===== src/core/lockup_supervisor_pkg.sv =====
// constants and types shared by the lockup supervisor and its tick source
package lockup_supervisor_pkg;

  // --------------------------------------------------------------
  // host i/o port addresses and access keys
  // --------------------------------------------------------------
  localparam logic [15:0] INDEX_PORT_ADDR = 16'h002e;
  localparam logic [15:0] DATA_PORT_ADDR = 16'h002f;
  localparam logic [7:0] KEY_ENTER = 8'h87;
  localparam logic [7:0] KEY_EXIT = 8'haa;

  // --------------------------------------------------------------
  // configuration register indexes
  // --------------------------------------------------------------
  localparam logic [7:0] IDX_LOGICAL_DEVICE_SELECT = 8'h07;
  localparam logic [7:0] IDX_PIN_FUNCTION_ROUTE = 8'h2b;
  localparam logic [7:0] IDX_DEVICE_ACTIVATE = 8'h30;
  localparam logic [7:0] IDX_COUNTDOWN_TIME_UNIT = 8'hf5;
  localparam logic [7:0] IDX_COUNTDOWN_VALUE = 8'hf6;

  // --------------------------------------------------------------
  // field values, positions and reset values
  // --------------------------------------------------------------
  localparam logic [7:0] LDN_SUPERVISOR = 8'h08;
  localparam logic [7:0] ROUTE_SUPERVISOR = 8'h0d;
  localparam int ACTIVATE_BIT = 0;
  localparam logic [7:0] UNIT_SECONDS = 8'h00;
  localparam logic [7:0] COUNT_STOP = 8'h00;
  localparam logic [7:0] REG_RESET = 8'h00;
  localparam logic [15:0] INDEX_RESET = 16'h0000;
  localparam logic [7:0] LOCKED_READ_VALUE = 8'hff;

  // --------------------------------------------------------------
  // timing
  // --------------------------------------------------------------
  localparam longint CLK_PERIOD_NS = 10;
  localparam longint TICK_PERIOD_NS = 1000000000;
  localparam longint TICK_CYCLES = TICK_PERIOD_NS / CLK_PERIOD_NS;
  localparam longint RESET_PULSE_NS = 1000;
  localparam longint RESET_PULSE_CYCLES = (RESET_PULSE_NS + CLK_PERIOD_NS - 1) / CLK_PERIOD_NS;
  localparam logic [5:0] SECONDS_PER_MINUTE = 6'h3c;

  // configuration access state
  typedef enum logic [1:0] {
    CFG_LOCKED,
    CFG_KEY_SEEN,
    CFG_UNLOCKED
  } cfg_state_type;

endpackage : lockup_supervisor_pkg


===== src/core/lockup_supervisor.sv =====
// lockup supervisor: index/data port configuration, countdown and reset output
//
// How it works
// - countdown expiry without reload drives the system reset output.
// - timeout programmable from 1 to 255 units, in one-second or one-minute steps.
// - expiry never comes early, as each load restarts the time base; software reloads earlier.
// - index port at the lower address, data port at the next one.
// - two key bytes in a row on the index port unlock configuration.
// - the exit byte on the index port relocks configuration.
// - routing value in pin route register puts reset on supervisor_reset_pin.
// - logical device eight selected makes supervisor registers visible.
// - writing one to activate register enables the supervisor.
// - time unit zero counts in seconds.
// - nonzero count write loads that many units and starts counting.
// - zero count write halts the countdown; no reset follows.
// - nonzero write while running restarts from the new value.
`timescale 1ns/100ps
module lockup_supervisor #(
  parameter longint TICK_CYCLES = lockup_supervisor_pkg::TICK_CYCLES,
  parameter longint RESET_PULSE_CYCLES = lockup_supervisor_pkg::RESET_PULSE_CYCLES
) (
  input wire logic sys_clk,
  input wire logic rstn,
  input wire logic ce,
  input wire logic [15:0] io_addr,
  input wire logic io_wr,
  input wire logic io_rd,
  input wire logic [7:0] io_wdata,
  output logic [7:0] io_rdata,
  input wire logic alt_pin_out,
  output logic supervisor_reset_pin,
  output logic supervisor_expired,
  output logic countdown_running
);
  import lockup_supervisor_pkg::*;

  localparam int PW = (RESET_PULSE_CYCLES > 2) ? $clog2(RESET_PULSE_CYCLES + 1) : 2;
  localparam logic [PW-1:0] PULSE_LOAD = PW'(RESET_PULSE_CYCLES);

  // --------------------------------------------------------------
  // elaboration check
  // --------------------------------------------------------------
  if (RESET_PULSE_CYCLES < 1) begin : g_bad_pulse
    $error("lockup_supervisor: RESET_PULSE_CYCLES must be at least 1");
  end

  // true when the index names a register of the selected supervisor device
  function automatic logic dev_hit(input logic [7:0] ldn, input logic [7:0] idx,
                                   input logic [7:0] want);
    dev_hit = (ldn == LDN_SUPERVISOR) && (idx == want);
  endfunction : dev_hit

  // --------------------------------------------------------------
  // port decode
  // --------------------------------------------------------------
  logic wr_index;
  logic wr_data;
  logic rd_data;

  assign wr_index = io_wr && (io_addr == INDEX_PORT_ADDR);
  assign wr_data = io_wr && (io_addr == DATA_PORT_ADDR);
  assign rd_data = io_rd && (io_addr == DATA_PORT_ADDR);

  // --------------------------------------------------------------
  // configuration state and registers
  // --------------------------------------------------------------
  cfg_state_type cfg_ff;
  cfg_state_type nxt_cfg;
  logic [7:0] index_ff;
  logic [7:0] nxt_index;
  logic [7:0] ldn_ff;
  logic [7:0] nxt_ldn;
  logic [7:0] route_ff;
  logic [7:0] nxt_route;
  logic [7:0] activate_ff;
  logic [7:0] nxt_activate;
  logic [7:0] unit_ff;
  logic [7:0] nxt_unit;
  logic cfg_open;
  logic count_wr;

  assign cfg_open = (cfg_ff == CFG_UNLOCKED);
  // a data write only counts once the key sequence has opened access
  assign count_wr = wr_data && cfg_open
                    && dev_hit(ldn_ff, index_ff, IDX_COUNTDOWN_VALUE);

  // key sequence, index latch and register writes
  always_comb begin
    nxt_cfg = cfg_ff;
    nxt_index = index_ff;
    nxt_ldn = ldn_ff;
    nxt_route = route_ff;
    nxt_activate = activate_ff;
    nxt_unit = unit_ff;
    if (wr_index) begin
      case (cfg_ff)
        CFG_LOCKED: begin
          nxt_cfg = (io_wdata == KEY_ENTER) ? CFG_KEY_SEEN : CFG_LOCKED;
        end
        CFG_KEY_SEEN: begin
          nxt_cfg = (io_wdata == KEY_ENTER) ? CFG_UNLOCKED : CFG_LOCKED;
        end
        CFG_UNLOCKED: begin
          if (io_wdata == KEY_EXIT) begin
            nxt_cfg = CFG_LOCKED;
          end else begin
            nxt_index = io_wdata;
          end
        end
        default: begin
          nxt_cfg = CFG_LOCKED;
        end
      endcase
    end
    if (wr_data && cfg_open) begin
      if (index_ff == IDX_LOGICAL_DEVICE_SELECT) begin
        nxt_ldn = io_wdata;
      end
      if (index_ff == IDX_PIN_FUNCTION_ROUTE) begin
        nxt_route = io_wdata;
      end
      if (dev_hit(ldn_ff, index_ff, IDX_DEVICE_ACTIVATE)) begin
        nxt_activate = io_wdata;
      end
      if (dev_hit(ldn_ff, index_ff, IDX_COUNTDOWN_TIME_UNIT)) begin
        nxt_unit = io_wdata;
      end
    end
  end

  always_ff @(posedge sys_clk or negedge rstn) begin
    if (!rstn) begin
      cfg_ff <= CFG_LOCKED;
      index_ff <= REG_RESET;
      ldn_ff <= REG_RESET;
      route_ff <= REG_RESET;
      activate_ff <= REG_RESET;
      unit_ff <= UNIT_SECONDS;
    end else if (ce) begin
      cfg_ff <= nxt_cfg;
      index_ff <= nxt_index;
      ldn_ff <= nxt_ldn;
      route_ff <= nxt_route;
      activate_ff <= nxt_activate;
      unit_ff <= nxt_unit;
    end
  end

  // --------------------------------------------------------------
  // time base
  // --------------------------------------------------------------
  logic sec_tick;

  // each count load restarts the second divider, so the full period is kept
  second_tick_gen #(
    .TICK_CYCLES(TICK_CYCLES)
  ) u_tick (
    .sys_clk(sys_clk),
    .rstn(rstn),
    .ce(ce),
    .restart(count_wr),
    .tick(sec_tick)
  );

  // --------------------------------------------------------------
  // countdown and reset pulse
  // --------------------------------------------------------------
  logic [7:0] count_ff;
  logic [7:0] nxt_count;
  logic [5:0] minute_ff;
  logic [5:0] nxt_minute;
  logic [PW-1:0] pulse_ff;
  logic [PW-1:0] nxt_pulse;
  logic expired_ff;
  logic nxt_expired;
  logic unit_tick;
  logic active;

  assign active = activate_ff[ACTIVATE_BIT];
  // any unit other than seconds is taken as minutes, from a 60-second prescale
  assign unit_tick = sec_tick
                     && ((unit_ff == UNIT_SECONDS) || (minute_ff == SECONDS_PER_MINUTE - 6'h01));

  always_comb begin
    nxt_count = count_ff;
    nxt_minute = minute_ff;
    nxt_pulse = pulse_ff;
    nxt_expired = expired_ff;
    if (pulse_ff != '0) begin
      nxt_pulse = pulse_ff - 1'b1;
    end
    if (count_wr) begin
      // load wins over a tick landing in the same cycle
      nxt_count = io_wdata;
      nxt_minute = '0;
      nxt_expired = 1'b0;
    end else if (active && (count_ff != COUNT_STOP) && sec_tick) begin
      nxt_minute = (minute_ff == SECONDS_PER_MINUTE - 6'h01) ? 6'h00 : minute_ff + 6'h01;
      if (unit_tick) begin
        nxt_count = count_ff - 8'h01;
        if (count_ff == 8'h01) begin
          nxt_pulse = PULSE_LOAD;
          nxt_expired = 1'b1;
        end
      end
    end
  end

  always_ff @(posedge sys_clk or negedge rstn) begin
    if (!rstn) begin
      count_ff <= COUNT_STOP;
      minute_ff <= '0;
      pulse_ff <= '0;
      expired_ff <= 1'b0;
    end else if (ce) begin
      count_ff <= nxt_count;
      minute_ff <= nxt_minute;
      pulse_ff <= nxt_pulse;
      expired_ff <= nxt_expired;
    end
  end

  // --------------------------------------------------------------
  // pin routing and status outputs
  // --------------------------------------------------------------
  logic pin_ff;
  logic nxt_pin;
  logic running_ff;
  logic nxt_running;

  // without the routing value the pin keeps its alternate use
  always_comb begin
    nxt_pin = (route_ff == ROUTE_SUPERVISOR) ? (nxt_pulse != '0) : alt_pin_out;
    nxt_running = active && (nxt_count != COUNT_STOP);
  end

  always_ff @(posedge sys_clk or negedge rstn) begin
    if (!rstn) begin
      pin_ff <= 1'b0;
      running_ff <= 1'b0;
    end else if (ce) begin
      pin_ff <= nxt_pin;
      running_ff <= nxt_running;
    end
  end

  assign supervisor_reset_pin = pin_ff;
  assign supervisor_expired = expired_ff;
  assign countdown_running = running_ff;

  // --------------------------------------------------------------
  // read path
  // --------------------------------------------------------------
  logic [7:0] rdata_ff;
  logic [7:0] nxt_rdata;

  // the count register reads back the live remaining count
  always_comb begin
    nxt_rdata = rdata_ff;
    if (io_rd && (io_addr == INDEX_PORT_ADDR)) begin
      nxt_rdata = cfg_open ? index_ff : LOCKED_READ_VALUE;
    end else if (rd_data) begin
      nxt_rdata = REG_RESET;
      if (!cfg_open) begin
        nxt_rdata = LOCKED_READ_VALUE;
      end else if (index_ff == IDX_LOGICAL_DEVICE_SELECT) begin
        nxt_rdata = ldn_ff;
      end else if (index_ff == IDX_PIN_FUNCTION_ROUTE) begin
        nxt_rdata = route_ff;
      end else if (dev_hit(ldn_ff, index_ff, IDX_DEVICE_ACTIVATE)) begin
        nxt_rdata = activate_ff;
      end else if (dev_hit(ldn_ff, index_ff, IDX_COUNTDOWN_TIME_UNIT)) begin
        nxt_rdata = unit_ff;
      end else if (dev_hit(ldn_ff, index_ff, IDX_COUNTDOWN_VALUE)) begin
        nxt_rdata = count_ff;
      end
    end
  end

  always_ff @(posedge sys_clk or negedge rstn) begin
    if (!rstn) begin
      rdata_ff <= REG_RESET;
    end else if (ce) begin
      rdata_ff <= nxt_rdata;
    end
  end

  assign io_rdata = rdata_ff;

endmodule : lockup_supervisor


===== src/core/second_tick_gen.sv =====
// free-running time-base tick generator with a restart input
`timescale 1ns/100ps
module second_tick_gen #(
  parameter longint TICK_CYCLES = lockup_supervisor_pkg::TICK_CYCLES
) (
  input wire logic sys_clk,
  input wire logic rstn,
  input wire logic ce,
  input wire logic restart,
  output logic tick
);
  import lockup_supervisor_pkg::*;

  localparam int CW = (TICK_CYCLES > 2) ? $clog2(TICK_CYCLES) : 1;
  localparam logic [CW-1:0] LAST = CW'(TICK_CYCLES - 1);

  // --------------------------------------------------------------
  // elaboration check
  // --------------------------------------------------------------
  if (TICK_CYCLES < 2) begin : g_bad_tick
    $error("second_tick_gen: TICK_CYCLES must be at least 2");
  end

  logic [CW-1:0] cnt_ff;
  logic [CW-1:0] nxt_cnt;
  logic tick_ff;
  logic nxt_tick;

  // --------------------------------------------------------------
  // divider
  // --------------------------------------------------------------
  // a restart realigns the phase so a fresh load runs a full period
  always_comb begin
    nxt_cnt = cnt_ff;
    nxt_tick = 1'b0;
    if (restart) begin
      nxt_cnt = '0;
    end else if (cnt_ff == LAST) begin
      nxt_cnt = '0;
      nxt_tick = 1'b1;
    end else begin
      nxt_cnt = cnt_ff + 1'b1;
    end
  end

  always_ff @(posedge sys_clk or negedge rstn) begin
    if (!rstn) begin
      cnt_ff <= '0;
      tick_ff <= 1'b0;
    end else if (ce) begin
      cnt_ff <= nxt_cnt;
      tick_ff <= nxt_tick;
    end
  end

  assign tick = tick_ff;

endmodule : second_tick_gen


===== config.mk =====
export PLATFORM = sky130hd
export DESIGN_NAME = lockup_supervisor
export DESIGN_NICKNAME = d
export VERILOG_FILES = /design/src/core/lockup_supervisor_pkg.sv /design/src/core/lockup_supervisor.sv /design/src/core/second_tick_gen.sv
export SDC_FILE = /design/constraint.sdc
export NUM_CORES = 1
export LEC_CHECK = 0
export ABC_AREA = 1
export BUFFER_PORTS_ARGS = -buffer_cell sky130_fd_sc_hd__buf_4
export CAP_MARGIN = 5
export CORE_UTILIZATION = 61
export CTS_CLUSTER_DIAMETER = 120
export DETAILED_ROUTE_END_ITERATION = 7
export GPL_TIMING_DRIVEN = 0
export MAX_ROUTING_LAYER = met4
export PLACE_DENSITY = 0.8
export SLEW_MARGIN = 20
export SYNTH_ARGS = -nofsm -noshare
export SYNTH_HDL_FRONTEND = slang
export SYNTH_SLANG_ARGS = --single-unit

===== constraint.sdc =====
create_clock -name sys_clk -period 2.8 [get_ports sys_clk]
set_clock_uncertainty 0.2 [all_clocks]
set_input_delay 0.56 -clock sys_clk [delete_from_list [all_inputs] [get_ports sys_clk]]
set_output_delay 0.56 -clock sys_clk [all_outputs]
set_load 0.005 [all_outputs]

==> run_results.csv <==
group,metric,value,unit
outcome,status,"finished, final reports clean",
setup_path,cp_data_arrival_time,2610,ps
final_layout,n_fill_cell,826,
synth,synth-seq-area-share,0.403,
clock_network,clock_sinks,102,
place,hpwl,11900,um
setup_path,worstSetupPathType,"flip-flop to flip-flop",
route,drtAntennaViolNets,0,
synth,synth.area.mux_share,0,
setup_path,path_max_fanout,9,
sta,grt_setup_unrepaired,"no",
synth,synth_top_area_frac,0.403,
power_and_ir_drop,pwr-share-comb,0.198,
synth,synth_area_leader_cell,"dfrtp_1",
clock_network,cts-root-buf,"clkbuf_8",
power_and_ir_drop,swShare,0.328,
synth,synthSimpleGateAreaFrac,0.357,
die,die_w,104,um
setup_path,setup.worst_path.end_class,"flip-flop",
die,start_util,0.640,
grt,grt_pass1_vias,5715,
clock_network,cts_setup_buffers,0,
power_and_ir_drop,total_power,3250,uW
setup_path,worstPathRequired,2880,ps
final_layout,area_growth,10.3,%
synth,synthXorXnorAreaFrac,0.0262,
sta,tightest_slew,914,ps
place,io_buffer_count,39,
sta,slew_headroom,0.391,
final_layout,drive_above_1_share,0.132,
clock_network,cts-htree-levels,3,
power_and_ir_drop,p_int,2180,uW
power_and_ir_drop,seqPwrFrac,0.530,
grt,antenna_found_initial,0,
setup_path,critPathLaunchType,"flip-flop",
synth,synth_cell_type_count,51,
die,fp-row-count,36,
route,viasPerCell,5.74,
final_layout,final_nets,934,
grt,overflow,0,
power_and_ir_drop,power_density,465,nW/um2
place,gp_congestion,0.933,
synth,synth_area_leaders,"dfrtp_1 40%, nand2_1 12%, nor2_1 5.9%",
route,drc,0,
sta,max_freq,0.396,GHz
clock_network,path_clk_slew,100,ps
die,ios,41,
sta,min_period_over_period,0.903,
route,vias,5937,
sta,slew_violations,0,
sta,setup_viol,0,
synth,synth_area,6340,um2
grt,grt_first_pass_wirelength,27100,um
synth,ys_ff_latch,102,
synth,synth_compound_area_frac,0.119,
power_and_ir_drop,total_leakage_power,0.00333,uW
power_and_ir_drop,peakVddDrop,371,uV
sta,final-hold-violation-count,0,
route,first_iter_violations,445,
power_and_ir_drop,switching_power,1070,uW
synth,ys_warn_count,0,
synth,avgSynthCellArea,7.49,um2
route,wl_per_cell,15.4,um
route,wl,15900,um
clock_network,clockBufferDepth,2,
synth,netlist_instances,847,
die,core,9910,um2
clock_network,numCtsBuffers,9,
synth,synthAdderAreaFrac,0.0138,
grt,grt_max_degree,103,
sta,fin_crit,2530,ps
route,first_pass_iters,5,
sta,finalSetupTns,0,ps
job,maxCapViolations,0,
synth,synth_nets,884,
final_layout,n_antenna_cell,0,
power_and_ir_drop,p_clk_frac,0.272,
clock_network,cts_tree,"yes",
hold_path,min_path_type,"input port to asynchronous set/reset pin",
die,die_y,104,um
synth,synth_top_family_by_area,"simple AND/OR/NAND/NOR gates",
clock_network,insertion_delay,390,ps
grt,grt_usage,0.323,
die,dieArea,10800,um2
[routing by layer]
| metal | global-route usage | routed length, um |
|---|---|---|
| met4 | 0.145 | 500 |
| met3 | 0.0457 | 852 |
| met1 | 0.406 | 6930 |
| met2 | 0.522 | 7660 |
| met5 | - | 0 |
[cell usage after synthesis, drive strengths merged]
master,number
clkinv,1
dfrtp,102
nand2,211
inv,99
o21ai,80
a21oi,24
or2,6
nor4,8
o21a,2
nor3,31
nand3,58
buf,12
and3,1
o21bai,9
xnor2,3
nand3b,3
o22ai,4
ha,7
o31ai,1
o221ai,1
xor2,16
a211oi,2
nor3b,1
nor2,111
a31oi,13
nand4,33
clkbuf,8
[layout by cell type (no fill, tap or decap), types with 6 or more instances in the layout]
cell type and instances:
a21oi_1 22, a31oi_1 13, buf_4 40, buf_6 6, clkbuf_1 9, clkbuf_8 10, dfrtp_1 102, ha_1 7
inv_1 92, inv_2 6, nand2_1 207, nand3_1 50, nand4_1 30, nor2_1 100, nor2_2 6, nor3_1 22
nor3_2 6, nor4_1 7, o21ai_0 68, o21ai_1 12, o21bai_1 8, xor2_1 16
[metrics by stage]
| stage | hold WS [ps] | instances | worst slack [ps] | utilization | instance area [um2] |
|---|---|---|---|---|---|
| 2_1_floorplan | 64.4 | 847 | 632 | - | 6340 |
| 3_3_place_gp | 268 | 1019 | 237 | 0.686 | 6800 |
| 3_5_place_dp | 274 | 1019 | 186 | 0.686 | 6800 |
| 4_1_cts | 117 | 1035 | 265 | 0.705 | 6990 |
| 5_1_grt | 147 | 1035 | 12.9 | 0.705 | 6990 |
| 6_report | 53.0 | 1035 | 273 | 0.705 | 6990 |
[final cells by class]
class,instances,area [um2],area share
Tap cell,133,166,0.0238
Buffer,20,141,0.0202
Timing Repair Buffer,39,297,0.0424
Clock buffer,11,141,0.0202
Sequential cell,102,2550,0.365
Multi-Input combinational cell,625,3270,0.468
Clock inverter,5,42.5,0.00609
Inverter,100,382,0.0546
[worst paths after layout]
check                                     start                    to  slack (ps)  cells past startpoint
max                                 count_ff[0]     countdown_running         270                     13
min                                        rstn     u_tick.cnt_ff[13]          50                      1
max reg2reg                         count_ff[0]     countdown_running         270                     13
min reg2reg                supervisor_reset_pin  supervisor_reset_pin         290                      2
max in group asynchronous                  rstn        activate_ff[1]        1710                      1
min in group sys_clk       supervisor_reset_pin  supervisor_reset_pin         290                      2
[critical path: stages, from the launching register on]
cell,delay [ps]
dfrtp_1,430
clkinvlp_4,210
ha_1,240
nand2_1,90
nor2_1,60
nor2_2,240
nand2_1,170
xor2_1,180
a21oi_1,180
nand2_1,80
nor2_1,160
nand2_1,70
nand2_1,60
nand2_1,40
[flip-flops by register name, indices dropped and copies added, names as in the netlist]
name,flops
u_tick.cnt_ff,27
activate_ff,8
count_ff,8
index_ff,8
io_rdata,8
ldn_ff,8
route_ff,8
unit_ff,8
pulse_ff,7
minute_ff,6
cfg_ff,2
countdown_running,1
supervisor_expired,1
supervisor_reset_pin,1
u_tick.tick,1
[power groups by stage]
| stage | Sequential [uW] | Combinational [uW] | Clock (uW) |
|---|---|---|---|
| 6_report | 1720 | 644 | 884 |
| 3_5_place_dp | 1750 | 636 | 0 |
| 5_1_grt | 1740 | 735 | 953 |
| 3_3_place_gp | 1740 | 605 | 0 |
| 2_1_floorplan | 1710 | 453 | 0 |
| 4_1_cts | 1720 | 640 | 905 |
[cells by family (layout without fill, tap and decap cells)]
kind of cell	count (synthesis)	after routing
compound gates	136	136
xor+xnor	19	19
simple gates	463	463
buf+inv	120	175
fa+ha+maj	7	7
flops	102	102
[repair_timing]
action,4_1_cts,5_1_grt
hold buffers,0,0
endpoints found under the hold margin,0,0
setup endpoints to repair,0,1
resized for setup,0,1
No activity file was read; power rests on OpenSTA's default activity.
